==> src/include/frpc_pkg.sv <==
package frpc_pkg;
  // ----------------------------------------------------------------
  // register offsets (byte addresses)
  // ----------------------------------------------------------------
  localparam logic [7:0] CTRL0_OFS = 8'h00;
  localparam logic [7:0] CTRL1_OFS = 8'h04;
  localparam logic [7:0] CMD_OFS = 8'h08;
  localparam logic [7:0] STATUS_OFS = 8'h0c;
  localparam logic [7:0] PROT_OFS = 8'h10;
  localparam logic [7:0] PMODE_OFS = 8'h14;
  // ----------------------------------------------------------------
  // field positions
  // ----------------------------------------------------------------
  localparam int CTRL0_RDY_BIT = 0;
  localparam int CTRL0_REWR_BIT = 1;
  localparam int CTRL0_LOCKDIS_BIT = 2;
  localparam int CTRL0_PERR_BIT = 6;
  localparam int CTRL0_EERR_BIT = 7;
  localparam int CTRL1_SUB_BIT = 1;
  localparam int CTRL1_LOCKRES_BIT = 6;
  localparam int CTRL1_BLK_LSB = 8;
  localparam int CMD_BLK_LSB = 8;
  localparam int CMD_AREA_LSB = 12;
  localparam int STAT_RDY_BIT = 7;
  localparam int STAT_EERR_BIT = 5;
  localparam int STAT_PERR_BIT = 4;
  localparam int PROT_PAR_OK_BIT = 8;
  localparam int PROT_SER_OK_BIT = 9;
  localparam int PROT_FIELD_LSB = 6;
  // ----------------------------------------------------------------
  // double-write protected bits: rewrite, lock disable, submode
  // ----------------------------------------------------------------
  localparam int DW_N = 3;
  localparam logic [7:0] DW_OFS [DW_N] = '{CTRL0_OFS, CTRL0_OFS, CTRL1_OFS};
  localparam int DW_BIT [DW_N] = '{CTRL0_REWR_BIT, CTRL0_LOCKDIS_BIT, CTRL1_SUB_BIT};
  // ----------------------------------------------------------------
  // commands, areas, protection values
  // ----------------------------------------------------------------
  localparam logic [2:0] OP_READ_ARRAY = 3'h0;
  localparam logic [2:0] OP_PROGRAM = 3'h1;
  localparam logic [2:0] OP_BLOCK_ERASE = 3'h2;
  localparam logic [2:0] OP_ERASE_ALL = 3'h3;
  localparam logic [2:0] OP_LOCK_PROGRAM = 3'h4;
  localparam logic [2:0] OP_READ_LOCK = 3'h5;
  localparam logic [2:0] OP_CLEAR_STATUS = 3'h6;
  localparam logic [2:0] OP_READ_STATUS = 3'h7;
  localparam logic [1:0] AREA_USER = 2'h0;
  localparam logic [1:0] AREA_FONT = 2'h1;
  localparam logic [1:0] AREA_BOOT = 2'h2;
  localparam logic [1:0] PROTECT_OPEN = 2'h3;
  localparam logic [7:0] ERASED_BYTE = 8'hff;
  localparam logic [31:0] ERASED_VECTOR = 32'hffff_ffff;
  localparam int ID_BYTES = 7;
  localparam int ID_W = ID_BYTES * 8;
  localparam logic [23:0] ID_ADDR_FIRST = 24'h0fffdf;
  localparam logic [23:0] ID_ADDR_SECOND = 24'h0fffe3;
  localparam logic [1:0] PM_RESET = 2'h0;
  typedef enum logic [1:0] {FRPC_IDLE = 2'b01, FRPC_BUSY = 2'b10} frpc_state_e;
endpackage : frpc_pkg

==> src/include/frpc_dw_if.sv <==
`timescale 1ns/1ps
interface frpc_dw_if;
  logic wr;
  logic wdata;
  logic other;
  logic gate;
  logic q;
  modport ctrl (output wr, output wdata, output other, output gate, input q);
  modport bitm (input wr, input wdata, input other, input gate, output q);
endinterface : frpc_dw_if

==> src/design/frpc_dbl_write.sv <==
`timescale 1ns/1ps
module frpc_dbl_write import frpc_pkg::*; (
  input wire logic i_clk,
  input wire logic i_reset,
  frpc_dw_if.bitm b
);
  typedef struct packed {
    logic q;
    logic armed;
  } frpc_dw_s;
  frpc_dw_s s_r;
  frpc_dw_s s_nxt;

  // ----------------------------------------------------------------
  // zero-then-one sequence
  // ----------------------------------------------------------------
  always_comb begin
    s_nxt = s_r;
    if (!b.gate) begin
      // precondition lost: bit and sequence both drop
      s_nxt.q = 1'b0;
      s_nxt.armed = 1'b0;
    end else if (b.wr) begin
      if (!b.wdata) begin
        s_nxt.q = 1'b0;
        s_nxt.armed = 1'b1;
      end else begin
        if (s_r.armed) begin
          s_nxt.q = 1'b1;
        end
        s_nxt.armed = 1'b0;
      end
    end else if (b.other) begin
      s_nxt.armed = 1'b0;
    end
  end

  always_ff @(posedge i_clk) begin
    if (i_reset) begin
      s_r <= '0;
    end else begin
      s_r <= s_nxt;
    end
  end

  assign b.q = s_r.q;
endmodule : frpc_dbl_write

==> src/design/flash_rewrite_protect_ctrl.sv <==
// Overview of operation
// - parallel access blocked unless protect field 11b
// - erase protect block gives FFh, unprotects
// - serial commands rejected while ID mismatches
// - erased reset vector skips ID check
// - seven ID bytes stored near vector top
// - rewrite only user and font areas
// - ROM submode refuses own-block program/erase
// - ROM submode erase-all refused unless safe
// - ROM submode: no status register read
// - after op: status mode RAM, array ROM
// - ROM submode holds CPU during auto ops
// - control bits report state; RAM status register
// - rewrite enable by zero-then-one write
// - submode select zero-then-one after rewrite enable
// - rewrite mode forces block-A and extension bits
// - ready/busy low during busy commands
// - error flags cleared only by clear-status
// - lock disable ignores locks; erase unlocks
`timescale 1ns/1ps
module flash_rewrite_protect_ctrl import frpc_pkg::*; #(
  parameter int NBLK = 16,
  parameter int BLK_W = $clog2(NBLK)
) (
  input wire logic i_clk,
  input wire logic i_reset,
  input wire logic i_psel,
  input wire logic i_penable,
  input wire logic i_pwrite,
  input wire logic [7:0] i_paddr,
  input wire logic [31:0] i_pwdata,
  output logic [31:0] o_prdata,
  output logic o_pready,
  output logic o_pslverr,
  input wire logic [7:0] i_protect_byte,
  input wire logic [31:0] i_reset_vector,
  input wire logic [ID_W-1:0] i_stored_id,
  input wire logic [ID_W-1:0] i_rx_id,
  input wire logic i_rx_id_valid,
  output logic o_parallel_access_ok,
  output logic o_serial_cmd_accept,
  output logic o_flash_start,
  output logic [2:0] o_flash_op,
  output logic [BLK_W-1:0] o_flash_block,
  output logic o_flash_font,
  input wire logic i_flash_done,
  input wire logic i_flash_fail,
  input wire logic i_lock_status,
  output logic o_cpu_hold,
  output logic o_status_read_mode,
  output logic o_block_a_enable,
  output logic o_internal_area_extend,
  output logic o_rewrite_mode,
  output logic o_rom_exec_mode
);
  // ----------------------------------------------------------------
  // state
  // ----------------------------------------------------------------
  typedef struct packed {
    frpc_state_e st;
    logic [2:0] op;
    logic [BLK_W-1:0] blk;
    logic font;
    logic start;
    logic prog_err;
    logic erase_err;
    logic [BLK_W-1:0] ctl_blk;
    logic lock_res;
    logic status_mode;
    logic hold;
    logic [1:0] pm;
    logic [1:0] pm_out;
    logic [NBLK-1:0] locked;
    logic pready;
    logic pslverr;
    logic [31:0] prdata;
    logic id_ok;
    logic ser_ok;
    logic par_ok;
  } frpc_main_s;
  frpc_main_s s_r;
  frpc_main_s s_nxt;
  logic setup;
  logic acc;
  logic wr_acc;
  logic mapped;
  logic [31:0] rd;
  logic [DW_N-1:0] dw_q;
  logic [DW_N-1:0] dw_gate;
  logic rewr;
  logic lock_dis;
  logic sub;
  logic cmd_wr;
  logic [2:0] c_op;
  logic [BLK_W-1:0] c_blk;
  logic [1:0] c_area;
  logic c_pe;
  logic refuse;
  logic clr_cmd;
  assign setup = i_psel && !i_penable;
  assign acc = i_psel && i_penable && s_r.pready;
  assign wr_acc = acc && i_pwrite;
  assign rewr = dw_q[0];
  assign lock_dis = dw_q[1];
  assign sub = dw_q[2];
  assign dw_gate = {rewr, rewr, 1'b1};
  // ----------------------------------------------------------------
  // double-write protected control bits
  // ----------------------------------------------------------------
  frpc_dw_if dw [DW_N] ();
  genvar g;
  generate
    for (g = 0; g < DW_N; g++) begin : g_dw
      assign dw[g].wr = wr_acc && (i_paddr == DW_OFS[g]);
      assign dw[g].wdata = i_pwdata[DW_BIT[g]];
      assign dw[g].other = acc && !dw[g].wr;
      assign dw[g].gate = dw_gate[g];
      assign dw_q[g] = dw[g].q;
      frpc_dbl_write u_dw (
        .i_clk(i_clk),
        .i_reset(i_reset),
        .b(dw[g].bitm)
      );
    end
  endgenerate
  // ----------------------------------------------------------------
  // command decode
  // ----------------------------------------------------------------
  assign c_op = i_pwdata[2:0];
  assign c_blk = i_pwdata[CMD_BLK_LSB +: BLK_W];
  assign c_area = i_pwdata[CMD_AREA_LSB +: 2];
  assign c_pe = (c_op == OP_PROGRAM) || (c_op == OP_BLOCK_ERASE);
  // commands only in rewrite mode and only while ready
  assign cmd_wr = wr_acc && (i_paddr == CMD_OFS) && rewr && (s_r.st == FRPC_IDLE);
  assign clr_cmd = cmd_wr && (c_op == OP_CLEAR_STATUS);
  always_comb begin
    refuse = 1'b0;
    if (c_area != AREA_USER && c_area != AREA_FONT) refuse = 1'b1;
    if (sub && c_pe && c_area == AREA_USER && c_blk == s_r.ctl_blk) refuse = 1'b1;
    if (sub && c_op == OP_ERASE_ALL && (!s_r.locked[s_r.ctl_blk] || lock_dis)) refuse = 1'b1;
    if (c_pe && c_area == AREA_USER && s_r.locked[c_blk] && !lock_dis) refuse = 1'b1;
  end
  // ----------------------------------------------------------------
  // register read mux
  // ----------------------------------------------------------------
  always_comb begin
    rd = 32'h0;
    mapped = 1'b1;
    unique case (i_paddr)
      CTRL0_OFS: begin
        rd[CTRL0_RDY_BIT] = (s_r.st == FRPC_IDLE);
        rd[CTRL0_REWR_BIT] = rewr;
        rd[CTRL0_LOCKDIS_BIT] = lock_dis;
        rd[CTRL0_PERR_BIT] = s_r.prog_err;
        rd[CTRL0_EERR_BIT] = s_r.erase_err;
      end
      CTRL1_OFS: begin
        rd[CTRL1_SUB_BIT] = sub;
        rd[CTRL1_LOCKRES_BIT] = s_r.lock_res;
        rd[CTRL1_BLK_LSB +: BLK_W] = s_r.ctl_blk;
      end
      CMD_OFS: rd = 32'h0;
      STATUS_OFS: begin
        if (!sub) begin
          rd[STAT_RDY_BIT] = (s_r.st == FRPC_IDLE);
          rd[STAT_EERR_BIT] = s_r.erase_err;
          rd[STAT_PERR_BIT] = s_r.prog_err;
        end
      end
      PROT_OFS: begin
        rd[7:0] = i_protect_byte;
        rd[PROT_PAR_OK_BIT] = s_r.par_ok;
        rd[PROT_SER_OK_BIT] = s_r.ser_ok;
      end
      PMODE_OFS: rd[1:0] = s_r.pm;
      default: mapped = 1'b0;
    endcase
  end
  // ----------------------------------------------------------------
  // next state
  // ----------------------------------------------------------------
  always_comb begin
    s_nxt = s_r;
    s_nxt.start = 1'b0;
    // zero wait states: ready rises in the access phase only
    s_nxt.pready = setup;
    s_nxt.pslverr = setup && !mapped;
    s_nxt.prdata = (setup && !i_pwrite) ? rd : 32'h0;
    if (wr_acc && i_paddr == CTRL1_OFS) s_nxt.ctl_blk = i_pwdata[CTRL1_BLK_LSB +: BLK_W];
    if (wr_acc && i_paddr == PMODE_OFS) s_nxt.pm = i_pwdata[1:0];
    if (cmd_wr) begin
      unique case (c_op)
        OP_CLEAR_STATUS: begin
          s_nxt.prog_err = 1'b0;
          s_nxt.erase_err = 1'b0;
        end
        OP_READ_STATUS: begin
          if (!sub) s_nxt.status_mode = 1'b1;
        end
        OP_READ_ARRAY: s_nxt.status_mode = 1'b0;
        default: begin
          if (refuse) begin
            if (c_op == OP_PROGRAM || c_op == OP_LOCK_PROGRAM) begin
              s_nxt.prog_err = 1'b1;
            end else if (c_op != OP_READ_LOCK) begin
              s_nxt.erase_err = 1'b1;
            end
          end else begin
            s_nxt.st = FRPC_BUSY;
            s_nxt.op = c_op;
            s_nxt.blk = c_blk;
            s_nxt.font = (c_area == AREA_FONT);
            s_nxt.start = 1'b1;
          end
        end
      endcase
    end
    unique case (s_r.st)
      FRPC_IDLE: ;
      FRPC_BUSY: begin
        if (i_flash_done) begin
          s_nxt.st = FRPC_IDLE;
          s_nxt.status_mode = !sub;
          if (i_flash_fail) begin
            if (s_r.op == OP_PROGRAM || s_r.op == OP_LOCK_PROGRAM) begin
              s_nxt.prog_err = 1'b1;
            end else if (s_r.op != OP_READ_LOCK) begin
              s_nxt.erase_err = 1'b1;
            end
          end else begin
            if (s_r.op == OP_BLOCK_ERASE && lock_dis && !s_r.font) s_nxt.locked[s_r.blk] = 1'b0;
            if (s_r.op == OP_ERASE_ALL && lock_dis) s_nxt.locked = '0;
            if (s_r.op == OP_LOCK_PROGRAM && !s_r.font) s_nxt.locked[s_r.blk] = 1'b1;
          end
          if (s_r.op == OP_READ_LOCK) s_nxt.lock_res = i_lock_status;
        end
      end
      default: s_nxt.st = FRPC_IDLE;
    endcase
    s_nxt.hold = (s_nxt.st == FRPC_BUSY) && sub;
    // forced while rewriting; stored value returns after
    s_nxt.pm_out = s_nxt.pm | {2{rewr}};
    if (i_rx_id_valid) s_nxt.id_ok = (i_rx_id == i_stored_id);
    s_nxt.ser_ok = (i_reset_vector == ERASED_VECTOR) || s_nxt.id_ok;
    s_nxt.par_ok = (i_protect_byte[PROT_FIELD_LSB +: 2] == PROTECT_OPEN);
  end
  always_ff @(posedge i_clk) begin
    if (i_reset) begin
      s_r <= '0;
      s_r.st <= FRPC_IDLE;
      s_r.pm <= PM_RESET;
      s_r.pm_out <= PM_RESET;
    end else begin
      s_r <= s_nxt;
    end
  end

  // ----------------------------------------------------------------
  // outputs
  // ----------------------------------------------------------------
  assign o_prdata = s_r.prdata;
  assign o_pready = s_r.pready;
  assign o_pslverr = s_r.pslverr;
  assign o_parallel_access_ok = s_r.par_ok;
  assign o_serial_cmd_accept = s_r.ser_ok;
  assign o_flash_start = s_r.start;
  assign o_flash_op = s_r.op;
  assign o_flash_block = s_r.blk;
  assign o_flash_font = s_r.font;
  assign o_cpu_hold = s_r.hold;
  assign o_status_read_mode = s_r.status_mode;
  assign o_block_a_enable = s_r.pm_out[0];
  assign o_internal_area_extend = s_r.pm_out[1];
  assign o_rewrite_mode = rewr;
  assign o_rom_exec_mode = sub;
endmodule : flash_rewrite_protect_ctrl

==> config.mk <==
export PLATFORM = sky130hd
export DESIGN_NAME = flash_rewrite_protect_ctrl
export DESIGN_NICKNAME = d
export VERILOG_FILES = /design/src/include/frpc_pkg.sv /design/src/include/frpc_dw_if.sv /design/src/design/frpc_dbl_write.sv /design/src/design/flash_rewrite_protect_ctrl.sv
export SDC_FILE = /design/constraint.sdc
export NUM_CORES = 1
export LEC_CHECK = 0
export BUFFER_PORTS_ARGS = -buffer_cell sky130_fd_sc_hd__buf_2
export CAP_MARGIN = 20
export CORE_MARGIN = 1.5
export CORE_UTILIZATION = 35
export DETAILED_ROUTE_END_ITERATION = 16
export PLACE_DENSITY = 0.67
export SYNTH_ARGS = -nofsm -noshare
export SYNTH_HDL_FRONTEND = slang
export SYNTH_SLANG_ARGS = --single-unit
==> constraint.sdc <==
create_clock -name i_clk -period 3.6 [get_ports i_clk]
set_input_delay 0.72 -clock i_clk [delete_from_list [all_inputs] [get_ports i_clk]]
set_output_delay 0.72 -clock i_clk [all_outputs]
set_load 0.01 [all_outputs]
==> out/results.ini, run 1 <==
[clock_tree]
cts_tree=built
cts.path.max_buffers=2
htreeDepth=3
cts_buffers=9
clock_tree.root_cell=clkbuf_16
holdBufCountCts=0
clock_latency_ns=0.33
cts_setup_buffers=0
cts_resized=0
cts.sinks=63
clk_pin_slew_ns=0.05

[setup_path]
cp_max_fo=9
reg2regPathDepth=6
path_class=input port to register
cp.required_ns=3.85
rrSetupSlack_ns=1.24
end_kind=register
critPathLaunchType=input port
r2r-end=o_flash_font
r2r_start=s_r[60]
critical_path_arrival_ns=2.85

[logic_synthesis]
synthTopCellsByArea=dfxtp_1 (31%), buf_4 (7.7%), xnor2_1 (5.6%), xor2_1 (5.4%), nor2_1 (4.1%)
synth_ff_type=dfxtp_1
yosysTopAreaCellShare_pct=30.8
synth_area_mm2=0.00409
yosysWarnings=0
netlist_instances=496
synth.avg_cell_area_um2=8.25
synth_edf_count=0
synth.distinct_cells=52
synth_common_cells=dfxtp_1 (63), nor2_1 (45), buf_4 (42), nand2_1 (36), xnor2_1 (26)
yosysSeqAreaShare_pct=30.8
synth_top_area_cell=dfxtp_1
synth_most_common_cell=dfxtp_1
synthArstFlopShare_pct=0
ys_ff_latch=63

[timing]
rsz0062_at_grt=no
timing.final.crit_period_ns=2.60
worst_pin_slew_ns=0.933
drv_slew=0
clock.fmax_mhz=385
fin_ws_ns=1.00
finClkSkew_ns=0.00564
finalCritPeriodShare_pct=72.2
setup_viol=0
relSlewSlack_pct=37.8
timing_hold_violations_final=0
fin_tns_setup_ns=0

[route]
post_drt_wl_per_cell_um=15.4
vias_per_cell=5.16
drt_iter0_drc=216
vias=4261
drc=0
final_antenna_net_count=0
routed_wl_mm=12.8
drtPass1Iterations=4

[die]
core-area_mm2=0.0114
die_y_um=111
rows=39
initial_core_util_pct=35.8
design.die.area_mm2=0.0124
num_io_pins=252
dieWidth_um=111

[global_route]
track_usage_pct=20.2
grt_use_met3_pct=5.14
antenna_found_initial=1
busiest_layer=met2
grt_max_degree=49
grtUsageMet2_pct=37.6
grt_pass1_vias=4349
grt_pass1_wl_mm=20.3
met1_usage_pct=22.3
overflow=0

[run]
max-cap-violations=0

[placed_design]
pre_cts_ws_ns=0.690
gp_congestion=0.922
io_buffers=208
dpl.hpwl_mm=10.0

[status]
outcome=complete, no violations

[min_path]
hp-start=g_dw[1].u_dw.s_r[0]
hold_class=register to register
holdPathStages=2
min_to=g_dw[1].u_dw.s_r[0]

[power]
internal_power_w=0.00150
power.share.sequential_pct=36.6
peakVddDrop_mv=0.185
power.density_mw_per_mm2=356
pwr-share-comb_pct=12.1
clockPowerShare_pct=51.4
leakage_nw=2.32
switching_share_pct=21.7
netSwitchingPower_w=0.000415

[layout]
drive_above_1_share_pct=35.5
nets=880
nFillCells=1124
area_delta_synth_final_pct=31.2

-- through the flow --
step	area (µm²)	power [W]	utilization (%)	hold WS [ns]	instances
final	5370	0.00191	47.0	0.457	826
after global routing	5370	0.00198	47.0	0.481	826
after CTS	5370	0.00193	47.0	0.454	825
after detailed placement	5020	0.000944	44.0	0.447	809
after global placement	5020	0.000939	44.0	0.443	809
after floorplan	4160	0.000831	-	0.436	515
-- power groups by stage --
stage	sequential (W)	clock (W)	combinational, W
final	0.000700	0.000983	0.000231
after detailed placement	0.000714	0	0.000230
after global placement	0.000714	0	0.000225
after CTS	0.000700	0.000995	0.000231
after global routing	0.000699	0.00103	0.000253
after floorplan	0.000715	0	0.000116
-- cells by family (layout without fill, tap and decap cells) --
| group | after synthesis | after routing | share of synthesized area [%] |
|---|---|---|---|
| simple gates | 188 | 188 | 24.5 |
| fa+ha+maj | 2 | 2 | 0.611 |
| compound gates | 92 | 92 | 15.3 |
| mux | 20 | 20 | 6.57 |
| other cells | 1 | 21 | 0.0916 |
| xor+xnor | 51 | 51 | 10.9 |
| buf+inv | 79 | 246 | 11.2 |
| flops | 63 | 63 | 30.8 |
-- layout make-up --
cell class,count,area [µm²],area share (%)
Timing Repair Buffer,212,1070,19.9
Clock buffer,14,284,5.29
Multi-Input combinational cell,373,2440,45.5
Antenna cell,1,2.50,0.0466
Tap cell,143,179,3.33
Clock inverter,2,60.1,1.12
Inverter,18,67.6,1.26
Sequential cell,63,1260,23.5
-- registers in the layout, indices dropped and copies added (netlist names), 3 cells and up --
| register | cells |
|---|---|
| o_prdata | 12 |
| s_r | 28 |
| g_dw.u_dw.b.q | 3 |
| g_dw.u_dw.s_r | 3 |
| o_flash_block | 4 |
| o_flash_op | 3 |
-- worst max-delay path by stage --
stage / endpoint / slack [ns] / cells after the start / startpoint
2_1_floorplan: o_flash_font / 1.06 / 7 / i_paddr[0]
3_3_place_gp: o_flash_font / 0.76 / 7 / i_paddr[0]
3_5_place_dp: o_flash_font / 0.69 / 7 / i_paddr[0]
4_1_cts: o_flash_font / 1.02 / 7 / i_paddr[0]
5_1_grt: o_flash_font / 0.90 / 7 / i_paddr[0]
6_report: o_flash_font / 1.00 / 7 / i_paddr[0]
-- worst max-delay path, cell delays in order --
cell	delay [ns]
buf_2	0.10
or4_4	0.57
nor3_4	0.22
and4_1	0.43
nand4bb_1	0.17
or4b_1	0.49
a21oi_1	0.15
-- routing by layer --
| layer | share of wire (%) | wire (µm) |
|---|---|---|
| met1 | 40 | 5150 |
| met2 | 52 | 6590 |
| met4 | 2.0 | 256 |
| met5 | 0 | 0 |
| met3 | 5.9 | 757 |
-- cell usage in the layout, fill, tap and decap left out, drive strengths merged, types with 6 or more instances in the layout --
master,Yosys,routed
a32oi,18,18
o22ai,6,6
mux2i,10,10
nand2b,8,8
buf,44,212
nor3b,6,6
nand2,36,36
nand3,7,7
nor2b,12,12
inv,18,18
nand4,20,20
o21ai,16,16
nor4,13,13
nor2,45,45
a21oi,20,20
dfxtp,63,63
xnor2,26,26
conb,1,20
nor3,15,15
a22oi,12,12
clkbuf,17,14
xor2,25,25
Power figures use the tool's default switching activity.
==> run 2, diff against run 1 <==
--- a/config.mk
+++ b/config.mk
@@ -10,7 +10,7 @@
 export CORE_MARGIN = 1.5
 export CORE_UTILIZATION = 35
 export DETAILED_ROUTE_END_ITERATION = 16
-export PLACE_DENSITY = 0.67
+export PLACE_DENSITY = 0.7
 export SYNTH_ARGS = -nofsm -noshare
 export SYNTH_HDL_FRONTEND = slang
 export SYNTH_SLANG_ARGS = --single-unit
==> constraint.sdc (replaced) <==
create_clock -name i_clk -period 2.2 [get_ports i_clk]
set_input_delay 0.44 -clock i_clk [delete_from_list [all_inputs] [get_ports i_clk]]
set_output_delay 0.44 -clock i_clk [all_outputs]
set_load 0.01 [all_outputs]
==> run 2 against run 1 <==
Against the previous run: clock power up 44%; first-iteration DRC count up 23%; combinational power up 72%; critical endpoint unchanged.
==> out/results.ini, run 2 (synthesis gave the netlist of run 1 again) <==
[global_route]
grt_pass1_wl_mm=21.4
grt_use_met3_pct=4.98
grtUsageMet2_pct=38.2
track_usage_pct=21.3
grt_max_degree=47
grt_pass1_vias=4448
busiest_layer=met2
met1_usage_pct=24.4
overflow=0
antenna_found_initial=3

[route]
drc=0
final_antenna_net_count=0
post_drt_wl_per_cell_um=15.7
routed_wl_mm=13.5
vias=4400
drtPass1Iterations=4
drt_iter0_drc=265
vias_per_cell=5.14

[run]
max-cap-violations=0

[min_path]
hold_class=input port to register

[setup_path]
cp.required_ns=2.45
crit_chain=buf_6 > or4_4 > nor3_4 > and4_1 > nand4bb_1 > or4b_1 > a21oi_1
crit_family=simple AND/OR/NAND/NOR gates
critPathLaunchType=input port
critical_path_arrival_ns=2.41
slowest_delay_ns=0.55
path_class=input port to register
end_kind=register
cp_max_fo=4
cpMaxStageDelayCell=or4_4
path_buf_inv=1

[die]
initial_core_util_pct=35.8
core-area_mm2=0.0114
design.die.area_mm2=0.0124
rows=39
dieWidth_um=111
die_y_um=111
num_io_pins=252

[layout]
nFillCells=1140
area_delta_synth_final_pct=35.9
instances_no_fill=856
largest_reg_flops=28
final_cell_area_mm2=0.00556
mostFrequentLayoutCell=buf_2
drive_above_1_share_pct=38.5
nets=909
final_cell_mix=buf_2 (207), dfxtp_1 (63), nor2_1 (45)
regMostFlops=s_r

[placed_design]
gp_congestion=0.882
io_buffers=208
dp.cells=836
placed_cell_area_mm2=0.00523
dpl.hpwl_mm=10.9

[timing]
relSlewSlack_pct=66.2
setup_viol=0
worst_pin_slew_ns=0.507
drv_slew=0
rsz0062_at_grt=yes
fin_tns_setup_ns=0
finClkSkew_ns=0.00431
timing.final.crit_period_ns=2.16
holdWs_ns=0.348
clock.fmax_mhz=463
timing_hold_violations_final=0
finalCritPeriodShare_pct=98.1

[clock_tree]
clk_pin_slew_ns=0.05
clock_latency_ns=0.33
cts_buffers=9
cts.path.max_buffers=2
cts.sinks=63
clock_tree.root_cell=clkbuf_16
htreeDepth=3
cts_tree=built
holdBufCountCts=0

[power]
leakage_nw=2.46
internal_power_w=0.00228
power_w=0.00296
netSwitchingPower_w=0.000686
switching_share_pct=23.2
pwr-share-comb_pct=13.5
peakVddDrop_mv=0.282
power.density_mw_per_mm2=533
power.share.sequential_pct=38.7
clockPowerShare_pct=47.9

[status]
outcome=complete, no violations

run 2: changes by cell type in the layout (fill, tap and decap cells not counted), moves of 2 or more:
cell and change:
clkinv_2 +3, clkbuf_8 -2, buf_4 +29, diode_2 +2
run 2: routing by layer:
layer / wire (µm) / share of wire [%] / up-vias
met5: 0 / 0 / -
met4: 405 / 3.0 / 0
met3: 1050 / 7.8 / 29
met2: 6860 / 51 / 178
met1: 5140 / 38 / 2033
li1: - / - / 2160
run 2: cell type report:
cell class                      count  area, µm²  area share, %
Sequential cell                    63       1260           22.7
Timing Repair Buffer              241       1290           23.3
Clock buffer                       11        253           4.55
Tap cell                          143        179           3.22
Antenna cell                        3       7.51          0.135
Clock inverter                      4       45.0          0.810
Multi-Input combinational cell    373       2450           44.1
Inverter                           18       67.6           1.22
run 2: power by group through the flow:
stage,Combinational [W],Sequential (W),Clock [W]
after floorplan,0.000190,0.00117,0
after global placement,0.000382,0.00117,0
after detailed placement,0.000393,0.00117,0
after CTS,0.000395,0.00114,0.00143
after global routing,0.000436,0.00114,0.00148
final,0.000398,0.00115,0.00142
run 2: stage by stage:
stage | util (%) | worst slack (ns)
3_3_place_gp | 45.8 | -0.159
3_5_place_dp | 45.8 | -0.275
5_1_grt | 48.7 | -0.0254
4_1_cts | 48.4 | 0.0327
2_1_floorplan | - | -0.0589
6_report | 48.7 | 0.0425
run 2: final timing paths:
| kind | slack (ns) | endpoint | start | cells after the start |
|---|---|---|---|---|
| max | 0.04 | o_flash_font | i_paddr[0] | 7 |
| min | 0.35 | o_prdata[3] | i_protect_byte[3] | 2 |
| max reg2reg | 0.12 | o_flash_font | s_r[60] | 6 |
| min reg2reg | 0.46 | g_dw[0].u_dw.s_r[0] | g_dw[0].u_dw.s_r[0] | 2 |
run 2: worst reg2reg max path, delay by kind of cell, from the launching register on:
kind | cells | cell delay [ns]
simple gates | 3 | 1.06
compound gates | 1 | 0.16
flops | 1 | 0.37
mux | 2 | 0.42
run 2: what timing repair did:
item,CTS,global route
resized for setup,0,4
setup buffers,0,2
setup endpoints to repair,0,16
